===== src/rtl/ssr_cfg.svh =====
// Constants of the safety release and diagnostic block: offsets, bit positions, reset values, timing
`ifndef SSR_CFG_SVH
`define SSR_CFG_SVH

// ********************************************
// Timing
// ********************************************
`define SSR_CLK_MHZ 100
`define SSR_DISC_MS 500
`define SSR_WARN_MIN 30
`define SSR_BLINK_HZ 5
`define SSR_DEB_MS 10
`define SSR_DISC_CYC (`SSR_DISC_MS * `SSR_CLK_MHZ * 1000)
`define SSR_WARN_CYC (64'd60000 * `SSR_WARN_MIN * `SSR_CLK_MHZ * 1000)
`define SSR_BLINK_HALF_CYC (`SSR_CLK_MHZ * 1000000 / (2 * `SSR_BLINK_HZ))
`define SSR_DEB_CYC (`SSR_DEB_MS * `SSR_CLK_MHZ * 1000)

// ********************************************
// Register offsets (byte addresses)
// ********************************************
`define SSR_OFS_CONFIG 12'h000
`define SSR_OFS_REQUEST 12'h004
`define SSR_OFS_RESPONSE 12'h008
`define SSR_OFS_WARNING 12'h00c
`define SSR_OFS_ERROR 12'h010

// ********************************************
// Field positions
// ********************************************
`define SSR_CFG_MONITORED 0
`define SSR_CFG_DISC_EN 1
`define SSR_REQ_ACK 6
`define SSR_REQ_RESET 7
`define SSR_RSP_ON 0
`define SSR_RSP_ACT 1
`define SSR_RSP_FB_OPEN 3
`define SSR_RSP_INPUTS 4
`define SSR_RSP_HYST 5
`define SSR_RSP_WARN 6
`define SSR_RSP_ERR 7
`define SSR_DG_TEMP 3
`define SSR_DG_ACTUATOR 4
`define SSR_DG_INTERNAL 5
`define SSR_DG_BIT6 6

// ********************************************
// Reset values
// ********************************************
`define SSR_CONFIG_RST 8'h02
`define SSR_REQUEST_RST 8'h00

`endif


===== src/rtl/ssr_pkg.sv =====
// Types shared by the safety release and diagnostic block
package ssr_pkg;

  // Release state of the enabling path
  typedef enum logic [0:0] {
    ssr_st_off = 1'b0,
    ssr_st_on = 1'b1
  } ssr_state_t;

endpackage : ssr_pkg


===== src/rtl/ssr_debounce.sv =====
// Pin synchroniser with stable-level filter
`timescale 1ns/1ps
`default_nettype none

module ssr_debounce #(
  parameter int unsigned CYCLES = 1,
  parameter logic RST_VAL = 1'b0
) (
  // Clock and reset
  input wire logic pclk,
  input wire logic presetn,
  // Raw pin and filtered level
  input wire logic pin,
  output logic level
);

  localparam int CW = $clog2(CYCLES + 1);

  logic s1;
  logic s2;
  logic [CW-1:0] cnt;

  // Two-stage synchroniser; s1 feeds only s2
  always_ff @(posedge pclk or negedge presetn) begin
    if (!presetn) begin
      s1 <= RST_VAL;
      s2 <= RST_VAL;
    end else begin
      s1 <= pin;
      s2 <= s1;
    end
  end

  // Level follows only after it stayed put, so bounce gives one edge
  always_ff @(posedge pclk or negedge presetn) begin
    if (!presetn) begin
      cnt <= '0;
      level <= RST_VAL;
    end else if (s2 == level) begin
      cnt <= '0;
    end else if (cnt == CW'(CYCLES - 1)) begin
      cnt <= '0;
      level <= s2;
    end else begin
      cnt <= cnt + 1'b1;
    end
  end
endmodule : ssr_debounce

`default_nettype wire


===== src/rtl/ssr_core.sv =====
// Release, latching and diagnostic status logic of the safety sensor
//
// Behaviour
// - Over-temperature sets bit 3 of warning or error byte by severity.
// - Response bit 4 shows both safety inputs energised.
// - Response bit 5 shows actuator only in hysteresis zone.
// - Error bit 4 flags a wrong or faulty actuator.
// - Internal fault sets warning or error bit 5 by shutdown urgency.
// - Warning bit 6 flags failed gateway communication.
// - Error bit 6 flags exceeded discrepancy time between safety inputs.
// - After power-up with feedback open: outputs off, yellow blinks 5 Hz.
// - Auto-release variant enables outputs once feedback closes with actuator present.
// - Monitored-reset variant enables only on reset button falling edge.
// - Enabled outputs switch yellow indicator from blinking to steady.
// - With monitoring on, input shutdowns differing over 500 ms disable outputs.
// - Discrepancy error blocks release until acknowledged.
// - Discrepancy error survives supply loss via nonvolatile storage.
// - Acknowledge button falling edge or serial request clears discrepancy error.
// - Warning held 30 minutes switches outputs off and blinks red.
// - Internal error clears when cause gone and request bit 7 falls, or guard opens.
// - Response bit 0 shows outputs enabled, bit 1 actuator detected.
//
// The APB register port and the register offsets were chosen for this implementation.
`include "ssr_cfg.svh"
`timescale 1ns/1ps
`default_nettype none

module ssr_core #(
  parameter int unsigned DISC_CYC = `SSR_DISC_CYC,
  parameter longint unsigned WARN_CYC = `SSR_WARN_CYC,
  parameter int unsigned BLINK_HALF_CYC = `SSR_BLINK_HALF_CYC,
  parameter int unsigned DEB_CYC = `SSR_DEB_CYC
) (
  // Clock and reset
  input wire logic pclk,
  input wire logic presetn,
  // APB slave
  input wire logic [11:0] paddr,
  input wire logic psel,
  input wire logic penable,
  input wire logic pwrite,
  input wire logic [31:0] pwdata,
  output logic [31:0] prdata,
  output logic pready,
  output logic pslverr,
  // Pins from the field
  input wire logic safety_input_a,
  input wire logic safety_input_b,
  input wire logic feedback_closed,
  input wire logic reset_button,
  input wire logic ack_button,
  // Conditions from the sensing logic
  input wire logic actuator_present,
  input wire logic actuator_hysteresis,
  input wire logic actuator_faulty,
  input wire logic temp_warning,
  input wire logic temp_error,
  input wire logic int_fault_delayed,
  input wire logic int_fault_immediate,
  input wire logic gateway_comm_fail,
  // Nonvolatile discrepancy store
  input wire logic disc_nv_in,
  output logic disc_error_nv,
  // Enabling path and indicators
  output logic safety_output_a,
  output logic safety_output_b,
  output logic led_yellow,
  output logic led_red,
  output logic led_green
);

  localparam int DW = $clog2(DISC_CYC + 1);
  localparam int WW = $clog2(WARN_CYC + 1);
  localparam int BW = $clog2(BLINK_HALF_CYC + 1);

  // ********************************************
  // Pin conditioning
  // ********************************************
  logic in_a;
  logic in_b;
  logic fb_db;
  logic rb_db;
  logic ack_db;
  logic rb_q;
  logic ack_q;
  logic rb_fall;
  logic ack_fall;

  ssr_debounce #(.CYCLES(1), .RST_VAL(1'b0)) u_in_a (
    .pclk(pclk), .presetn(presetn), .pin(safety_input_a), .level(in_a));
  ssr_debounce #(.CYCLES(1), .RST_VAL(1'b0)) u_in_b (
    .pclk(pclk), .presetn(presetn), .pin(safety_input_b), .level(in_b));
  ssr_debounce #(.CYCLES(1), .RST_VAL(1'b0)) u_fb (
    .pclk(pclk), .presetn(presetn), .pin(feedback_closed), .level(fb_db));
  ssr_debounce #(.CYCLES(DEB_CYC), .RST_VAL(1'b0)) u_rb (
    .pclk(pclk), .presetn(presetn), .pin(reset_button), .level(rb_db));
  ssr_debounce #(.CYCLES(DEB_CYC), .RST_VAL(1'b0)) u_ack (
    .pclk(pclk), .presetn(presetn), .pin(ack_button), .level(ack_db));

  // Falling edges of the filtered buttons
  always_ff @(posedge pclk or negedge presetn) begin
    if (!presetn) begin
      rb_q <= 1'b0;
      ack_q <= 1'b0;
    end else begin
      rb_q <= rb_db;
      ack_q <= ack_db;
    end
  end
  assign rb_fall = rb_q & ~rb_db;
  assign ack_fall = ack_q & ~ack_db;

  // ********************************************
  // APB registers
  // ********************************************
  logic [7:0] cfg;
  logic [7:0] req;
  logic wr_acc;
  logic req_ack;
  logic req7_fall;
  logic monitored_reset_variant;
  logic auto_release_variant;
  logic mon_en;
  logic [7:0] rsp_byte;
  logic [7:0] warn_byte;
  logic [7:0] err_byte;
  logic [31:0] rd_val;
  logic rd_hit;

  assign wr_acc = psel & penable & pready & pwrite;
  assign monitored_reset_variant = cfg[`SSR_CFG_MONITORED];
  assign auto_release_variant = ~monitored_reset_variant;
  assign mon_en = cfg[`SSR_CFG_DISC_EN];
  // Serial acknowledge is a write with the acknowledge bit set
  assign req_ack = wr_acc & (paddr == `SSR_OFS_REQUEST) & pwdata[`SSR_REQ_ACK];
  assign req7_fall = wr_acc & (paddr == `SSR_OFS_REQUEST) & req[`SSR_REQ_RESET] & ~pwdata[`SSR_REQ_RESET];

  // One wait state: pready rises in the second access cycle
  always_ff @(posedge pclk or negedge presetn) begin
    if (!presetn) begin
      pready <= 1'b0;
    end else begin
      pready <= psel & penable & ~pready;
    end
  end

  // Writable registers take effect on the completing edge only
  always_ff @(posedge pclk or negedge presetn) begin
    if (!presetn) begin
      cfg <= `SSR_CONFIG_RST;
      req <= `SSR_REQUEST_RST;
    end else if (wr_acc) begin
      if (paddr == `SSR_OFS_CONFIG) begin
        cfg <= pwdata[7:0];
      end else if (paddr == `SSR_OFS_REQUEST) begin
        req <= pwdata[7:0];
      end
    end
  end

  // Read decode; unmapped addresses answer zero with an error
  always_comb begin
    rd_val = 32'h0000_0000;
    rd_hit = 1'b1;
    if (paddr == `SSR_OFS_CONFIG) begin
      rd_val = {24'h00_0000, cfg};
    end else if (paddr == `SSR_OFS_REQUEST) begin
      rd_val = {24'h00_0000, req};
    end else if (paddr == `SSR_OFS_RESPONSE) begin
      rd_val = {24'h00_0000, rsp_byte};
    end else if (paddr == `SSR_OFS_WARNING) begin
      rd_val = {24'h00_0000, warn_byte};
    end else if (paddr == `SSR_OFS_ERROR) begin
      rd_val = {24'h00_0000, err_byte};
    end else begin
      rd_hit = 1'b0;
    end
  end

  // Answer is loaded on the edge that raises pready
  always_ff @(posedge pclk or negedge presetn) begin
    if (!presetn) begin
      prdata <= 32'h0000_0000;
      pslverr <= 1'b0;
    end else if (psel & penable & ~pready) begin
      prdata <= pwrite ? 32'h0000_0000 : rd_val;
      pslverr <= ~rd_hit;
    end else begin
      pslverr <= 1'b0;
    end
  end

  // ********************************************
  // Fault latching
  // ********************************************
  logic boot;
  logic one_off;
  logic disc_hit;
  logic [DW-1:0] disc_cnt;
  logic int_err;
  logic any_warn;
  logic warn_to;
  logic [WW-1:0] warn_cnt;
  logic err_any;

  assign any_warn = temp_warning | int_fault_delayed | gateway_comm_fail;
  assign one_off = in_a ^ in_b;
  assign disc_hit = mon_en & one_off & (disc_cnt == DW'(DISC_CYC));
  assign err_any = temp_error | actuator_faulty | int_err | disc_error_nv | warn_to;

  // Time how long one input has been off while the other stays on
  always_ff @(posedge pclk or negedge presetn) begin
    if (!presetn) begin
      disc_cnt <= '0;
    end else if (!mon_en || !one_off) begin
      disc_cnt <= '0;
    end else if (disc_cnt != DW'(DISC_CYC)) begin
      disc_cnt <= disc_cnt + 1'b1;
    end
  end

  // Boot marker: the stored error is reloaded once, after reset release
  always_ff @(posedge pclk or negedge presetn) begin
    if (!presetn) begin
      boot <= 1'b1;
    end else begin
      boot <= 1'b0;
    end
  end

  // Discrepancy error; a new trip wins over an acknowledge
  always_ff @(posedge pclk or negedge presetn) begin
    if (!presetn) begin
      disc_error_nv <= 1'b0;
    end else if (boot) begin
      disc_error_nv <= disc_nv_in;
    end else if (disc_hit) begin
      disc_error_nv <= 1'b1;
    end else if (ack_fall || req_ack) begin
      disc_error_nv <= 1'b0;
    end
  end

  // Internal error needs cause gone plus reset request or guard opened
  always_ff @(posedge pclk or negedge presetn) begin
    if (!presetn) begin
      int_err <= 1'b0;
    end else if (int_fault_immediate) begin
      int_err <= 1'b1;
    end else if (req7_fall || !actuator_present) begin
      int_err <= 1'b0;
    end
  end

  // A warning that lasts too long becomes a shutdown
  always_ff @(posedge pclk or negedge presetn) begin
    if (!presetn) begin
      warn_cnt <= '0;
      warn_to <= 1'b0;
    end else if (!any_warn) begin
      warn_cnt <= '0;
      warn_to <= 1'b0;
    end else if (warn_cnt == WW'(WARN_CYC - 1)) begin
      warn_to <= 1'b1;
    end else begin
      warn_cnt <= warn_cnt + 1'b1;
    end
  end

  // ********************************************
  // Diagnostic bytes
  // ********************************************
  always_comb begin
    rsp_byte = 8'h00;
    rsp_byte[`SSR_RSP_ON] = safety_output_a;
    rsp_byte[`SSR_RSP_ACT] = actuator_present;
    rsp_byte[`SSR_RSP_FB_OPEN] = ~safety_output_a & ~fb_db;
    rsp_byte[`SSR_RSP_INPUTS] = in_a & in_b;
    rsp_byte[`SSR_RSP_HYST] = actuator_hysteresis;
    rsp_byte[`SSR_RSP_WARN] = any_warn;
    rsp_byte[`SSR_RSP_ERR] = err_any;
  end

  always_comb begin
    warn_byte = 8'h00;
    warn_byte[`SSR_DG_TEMP] = temp_warning;
    warn_byte[`SSR_DG_INTERNAL] = int_fault_delayed;
    warn_byte[`SSR_DG_BIT6] = gateway_comm_fail;
  end

  always_comb begin
    err_byte = 8'h00;
    err_byte[`SSR_DG_TEMP] = temp_error;
    err_byte[`SSR_DG_ACTUATOR] = actuator_faulty;
    err_byte[`SSR_DG_INTERNAL] = int_err;
    err_byte[`SSR_DG_BIT6] = disc_error_nv;
  end

  // ********************************************
  // Release state machine
  // ********************************************
  ssr_pkg::ssr_state_t state;
  ssr_pkg::ssr_state_t next_state;
  logic ok_to_run;

  // Any latched error keeps the path off, so release waits for acknowledge
  assign ok_to_run = actuator_present & in_a & in_b & ~err_any;

  always_comb begin
    next_state = state;
    case (state)
      ssr_pkg::ssr_st_off: begin
        if (ok_to_run && auto_release_variant && fb_db) begin
          next_state = ssr_pkg::ssr_st_on;
        end else if (ok_to_run && monitored_reset_variant && rb_fall) begin
          next_state = ssr_pkg::ssr_st_on;
        end
      end
      ssr_pkg::ssr_st_on: begin
        if (!ok_to_run) begin
          next_state = ssr_pkg::ssr_st_off;
        end
      end
      default: begin
        next_state = ssr_pkg::ssr_st_off;
      end
    endcase
  end

  // Both channels switch together from the same flop input
  always_ff @(posedge pclk or negedge presetn) begin
    if (!presetn) begin
      state <= ssr_pkg::ssr_st_off;
      safety_output_a <= 1'b0;
      safety_output_b <= 1'b0;
    end else begin
      state <= next_state;
      safety_output_a <= (next_state == ssr_pkg::ssr_st_on);
      safety_output_b <= (next_state == ssr_pkg::ssr_st_on);
    end
  end

  // ********************************************
  // Indicators
  // ********************************************
  logic [BW-1:0] blink_cnt;
  logic blink;

  // Free-running half-period timer for the flashing indicators
  always_ff @(posedge pclk or negedge presetn) begin
    if (!presetn) begin
      blink_cnt <= '0;
      blink <= 1'b0;
    end else if (blink_cnt == BW'(BLINK_HALF_CYC - 1)) begin
      blink_cnt <= '0;
      blink <= ~blink;
    end else begin
      blink_cnt <= blink_cnt + 1'b1;
    end
  end

  // Yellow steady when released, flashing while waiting, dark on error
  always_ff @(posedge pclk or negedge presetn) begin
    if (!presetn) begin
      led_yellow <= 1'b0;
      led_red <= 1'b0;
      led_green <= 1'b0;
    end else begin
      if (next_state == ssr_pkg::ssr_st_on) begin
        led_yellow <= 1'b1;
      end else begin
        led_yellow <= blink & ~err_any;
      end
      led_red <= err_any ? blink : any_warn;
      led_green <= (next_state == ssr_pkg::ssr_st_off) & ~err_any & ~any_warn;
    end
  end
endmodule : ssr_core

`default_nettype wire


===== config.mk =====
export PLATFORM = sky130hd
export DESIGN_NAME = ssr_core
export DESIGN_NICKNAME = d
export VERILOG_FILES = /design/src/rtl/ssr_pkg.sv /design/src/rtl/ssr_debounce.sv /design/src/rtl/ssr_core.sv
export VERILOG_INCLUDE_DIRS = /design/src /design/src/rtl
export SDC_FILE = /design/constraint.sdc
export NUM_CORES = 1
export LEC_CHECK = 0
export ABC_AREA = 0
export BUFFER_PORTS_ARGS = -buffer_cell sky130_fd_sc_hd__buf_2
export CORE_UTILIZATION = 55
export DETAILED_ROUTE_END_ITERATION = 6
export PLACE_DENSITY = 0.76
export SLEW_MARGIN = 20
export SYNTH_ARGS = -nofsm -noshare
export SYNTH_HDL_FRONTEND = slang
export SYNTH_SLANG_ARGS = --single-unit

===== constraint.sdc =====
create_clock -name pclk -period 4 [get_ports pclk]
set_input_delay 0.6 -clock pclk [delete_from_list [all_inputs] [get_ports pclk]]
set_output_delay 0.6 -clock pclk [all_outputs]
set_load 0.02 [all_outputs]

==> impl_metrics.env <==
export IMPL_num_fill_cells=1297
export IMPL_finClkSkew_ns=0.00978
export IMPL_synth_area_mm2=0.00867
export IMPL_grt_pass1_vias=5909
export IMPL_post_cts_buffers=0
export IMPL_first_pass_iters=4
export IMPL_synth_top_area_share_pct=51.4
export IMPL_area_delta_synth_final_pct=10.6
export IMPL_yosysWarnings=0
export IMPL_slew_violations=0
export IMPL_startpoint="warn_cnt[26]"
export IMPL_cts_buffers=17
export IMPL_path_max_fanout=26
export IMPL_ys_ff_latch=180
export IMPL_num_vias=6210
export IMPL_yosysSeqAreaShare_pct=52.0
export IMPL_die_h_um=128
export IMPL_cts_tree="yes"
export IMPL_htree_levels=4
export IMPL_synthTopCellsByArea="dfrtp_1 (51%), xor2_1 (5.6%), nor2_1 (5.5%), xnor2_1 (4.3%), nand3_1 (2.7%)"
export IMPL_yosysMostFrequentCell="dfrtp_1"
export IMPL_yosysTopAreaCell="dfrtp_1"
export IMPL_worst_ep_required_time_ns=4.30
export IMPL_drive_above_1_share_pct=13.1
export IMPL_start_kind="flop"
export IMPL_syn_avg_cell_area_um2=9.94
export IMPL_via_per_inst=5.43
export IMPL_gp_congestion=0.847
export IMPL_track_usage_pct=22.1
export IMPL_drt_iter0_drc=339
export IMPL_fmax_mhz=418
export IMPL_min_period_ns=2.39
export IMPL_ios=103
export IMPL_synth_common_cells="dfrtp_1 (178), nor2_1 (126), nand2_1 (61), xor2_1 (55), nand3_1 (47)"
export IMPL_drtAntennaViolNets=0
export IMPL_nNetsFinal=988
export IMPL_regArea_mm2=0.00451
export IMPL_grt_antenna_before_repair=3
export IMPL_cts_hold_buf=0
export IMPL_clk_insertion_delay_late_ns=0.43
export IMPL_die_area_mm2=0.0163
export IMPL_powerDensity_mw_per_mm2=378
export IMPL_worstMarginPinSlew_ns=0.986
export IMPL_status="complete, no violations"
export IMPL_synth_flop_cell="dfrtp_1"
export IMPL_synth_enable_flop_cells=0
export IMPL_num_rows=45
export IMPL_grt_overflow_total=0
export IMPL_hold_path_class="in2async"
export IMPL_grt_max_degree=81
export IMPL_worstReg2RegStart="warn_cnt[26]"
export IMPL_dpl_hpwl_um=11300
export IMPL_ctsResizeCount=0
export IMPL_core_mm2=0.0153
export IMPL_crit_path_end_kind="flop"
export IMPL_root_buffer="clkbuf_16"
export IMPL_crit_type="reg2reg"
export IMPL_finalSetupTns_ns=0
export IMPL_fin_util_pct=62.6
export IMPL_synth_cell_types=54
export IMPL_cellLeakagePower_nw=4.24
export IMPL_wl_per_cell_um=14.5
export IMPL_max_vdd_ir_drop_mv=0.332
export IMPL_drcViolationCount=0
export IMPL_chipWidth_um=128
export IMPL_syn_inst=872
export IMPL_clock_sinks=180
export IMPL_cp_arrival_ns=2.69
export IMPL_rsz0062_at_grt="no"
export IMPL_routed_wl_um=16600
export IMPL_place_port_buffers=54
export IMPL_hold_slack_ns=0.150
export IMPL_slew_headroom_pct=33.7
export IMPL_grt_first_pass_wirelength_um=28500
export IMPL_period_share_pct=59.8
export IMPL_maxCapViolCount=0
export IMPL_clkTransAtPathRegs_ns=0.07
export IMPL_synthArstFlopShare_pct=100
export IMPL_setup_violations=0
export IMPL_start_util_pct=56.6
export IMPL_hold_viol=0
export IMPL_cts_buffer_depth=2
export IMPL_multiInputGateArea_mm2=0.00385
-- power breakdown --
part / switching, mW / internal (mW)
Sequential: 0.0364 / 1.86
Clock: 0.692 / 0.854
Combinational: 0.128 / 0.0594
Total: 0.856 / 2.77
-- critical path, cell delays in order, from the launching register on --
cell and delay, ns:
dfrtp_1 0.43, or4_1 0.54, nor4_1 0.20, and4_1 0.78
mux2i_1 0.26, nor2_1 0.05
-- through the flow --
step / area [um^2] / setup slack [ns] / power [mW] / std cells
after global placement: 9040 / 1.44 / 2.11 / 1110
after floorplan: 8760 / 1.81 / 2.04 / 896
after detailed placement: 9040 / 1.42 / 2.12 / 1110
after global routing: 9590 / 1.44 / 3.78 / 1142
after CTS: 9590 / 1.63 / 3.67 / 1142
final: 9590 / 1.61 / 3.63 / 1143
-- cell type report --
type                    instances  share of cell area, %
inverters                      19                  0.744
repair buffers                 61                   3.56
multi-input cells             639                   40.2
clock inverters                13                   1.20
clock buffers                  19                   4.52
diodes                          1                 0.0261
well taps                     211                   2.75
flip-flops and latches        180                   47.0
-- worst paths after layout --
kind,depth (start not counted),end,slack [ns]
min in group pclk,1,u_ack.s1,0.27
max reg2reg,5,warn_cnt[1],1.61
min reg2reg,0,u_fb.s2,0.35
max,5,warn_cnt[1],1.61
max in group asynchronous,2,blink_cnt[21],2.97
min,1,pslverr,0.15
-- layout by cell type, fill, tap and decap left out, types with 5 or more instances in the layout --
master     netlist  final
and4_1          12     12
ha_1             7      7
o31ai_1          6      6
or4_1            8      8
nor2_1         126    126
nand2_1         61     61
nand3b_1         5      5
conb_1           1     25
buf_2            3     53
xnor2_1         43     43
mux2_2          18     18
or3_1           22     22
a21oi_1         31     31
nand4_1         32     32
clkbuf_16        0     17
o21ai_1          6      6
nand2b_1         5      5
dfrtp_1        178    178
xor2_1          55     55
nor4_1          18     17
nor3_1          21     20
and3_1          22     22
buf_4           27      6
mux2i_1          7      7
nand3_1         47     47
o21ai_0         23     23
inv_1           19     19
-- registers in the layout, indices dropped and copies added (netlist names), 8 cells and up --
register   cells
u_ack.cnt     20
req            8
blink_cnt     24
u_rb.cnt      20
warn_cnt      38
cfg            8
prdata         8
disc_cnt      26
-- logic make-up after synthesis --
group / after synthesis / share of synthesized area [%]
AOI/OAI and AO/OA: 80 / 5.34
xor gates and xnor gates: 98 / 9.90
buffers and inverters: 77 / 4.72
other: 1 / 0.0433
and+or+nand+nor: 404 / 23.8
DFF: 180 / 52.0
muxes: 25 / 3.15
adders and majority gates: 7 / 1.01
-- routing by layer --
| layer | GRT usage, % | wire length [um] | part of all wire (%) |
|---|---|---|---|
| met1 | 30.1 | 7690 | 46 |
| met5 | 0 | 10 | 0.060 |
| met3 | 5.19 | 777 | 4.7 |
| met4 | 6.51 | 165 | 0.99 |
| met2 | 35.4 | 7950 | 48 |
Note: power is estimated with default switching activity, not from simulation.
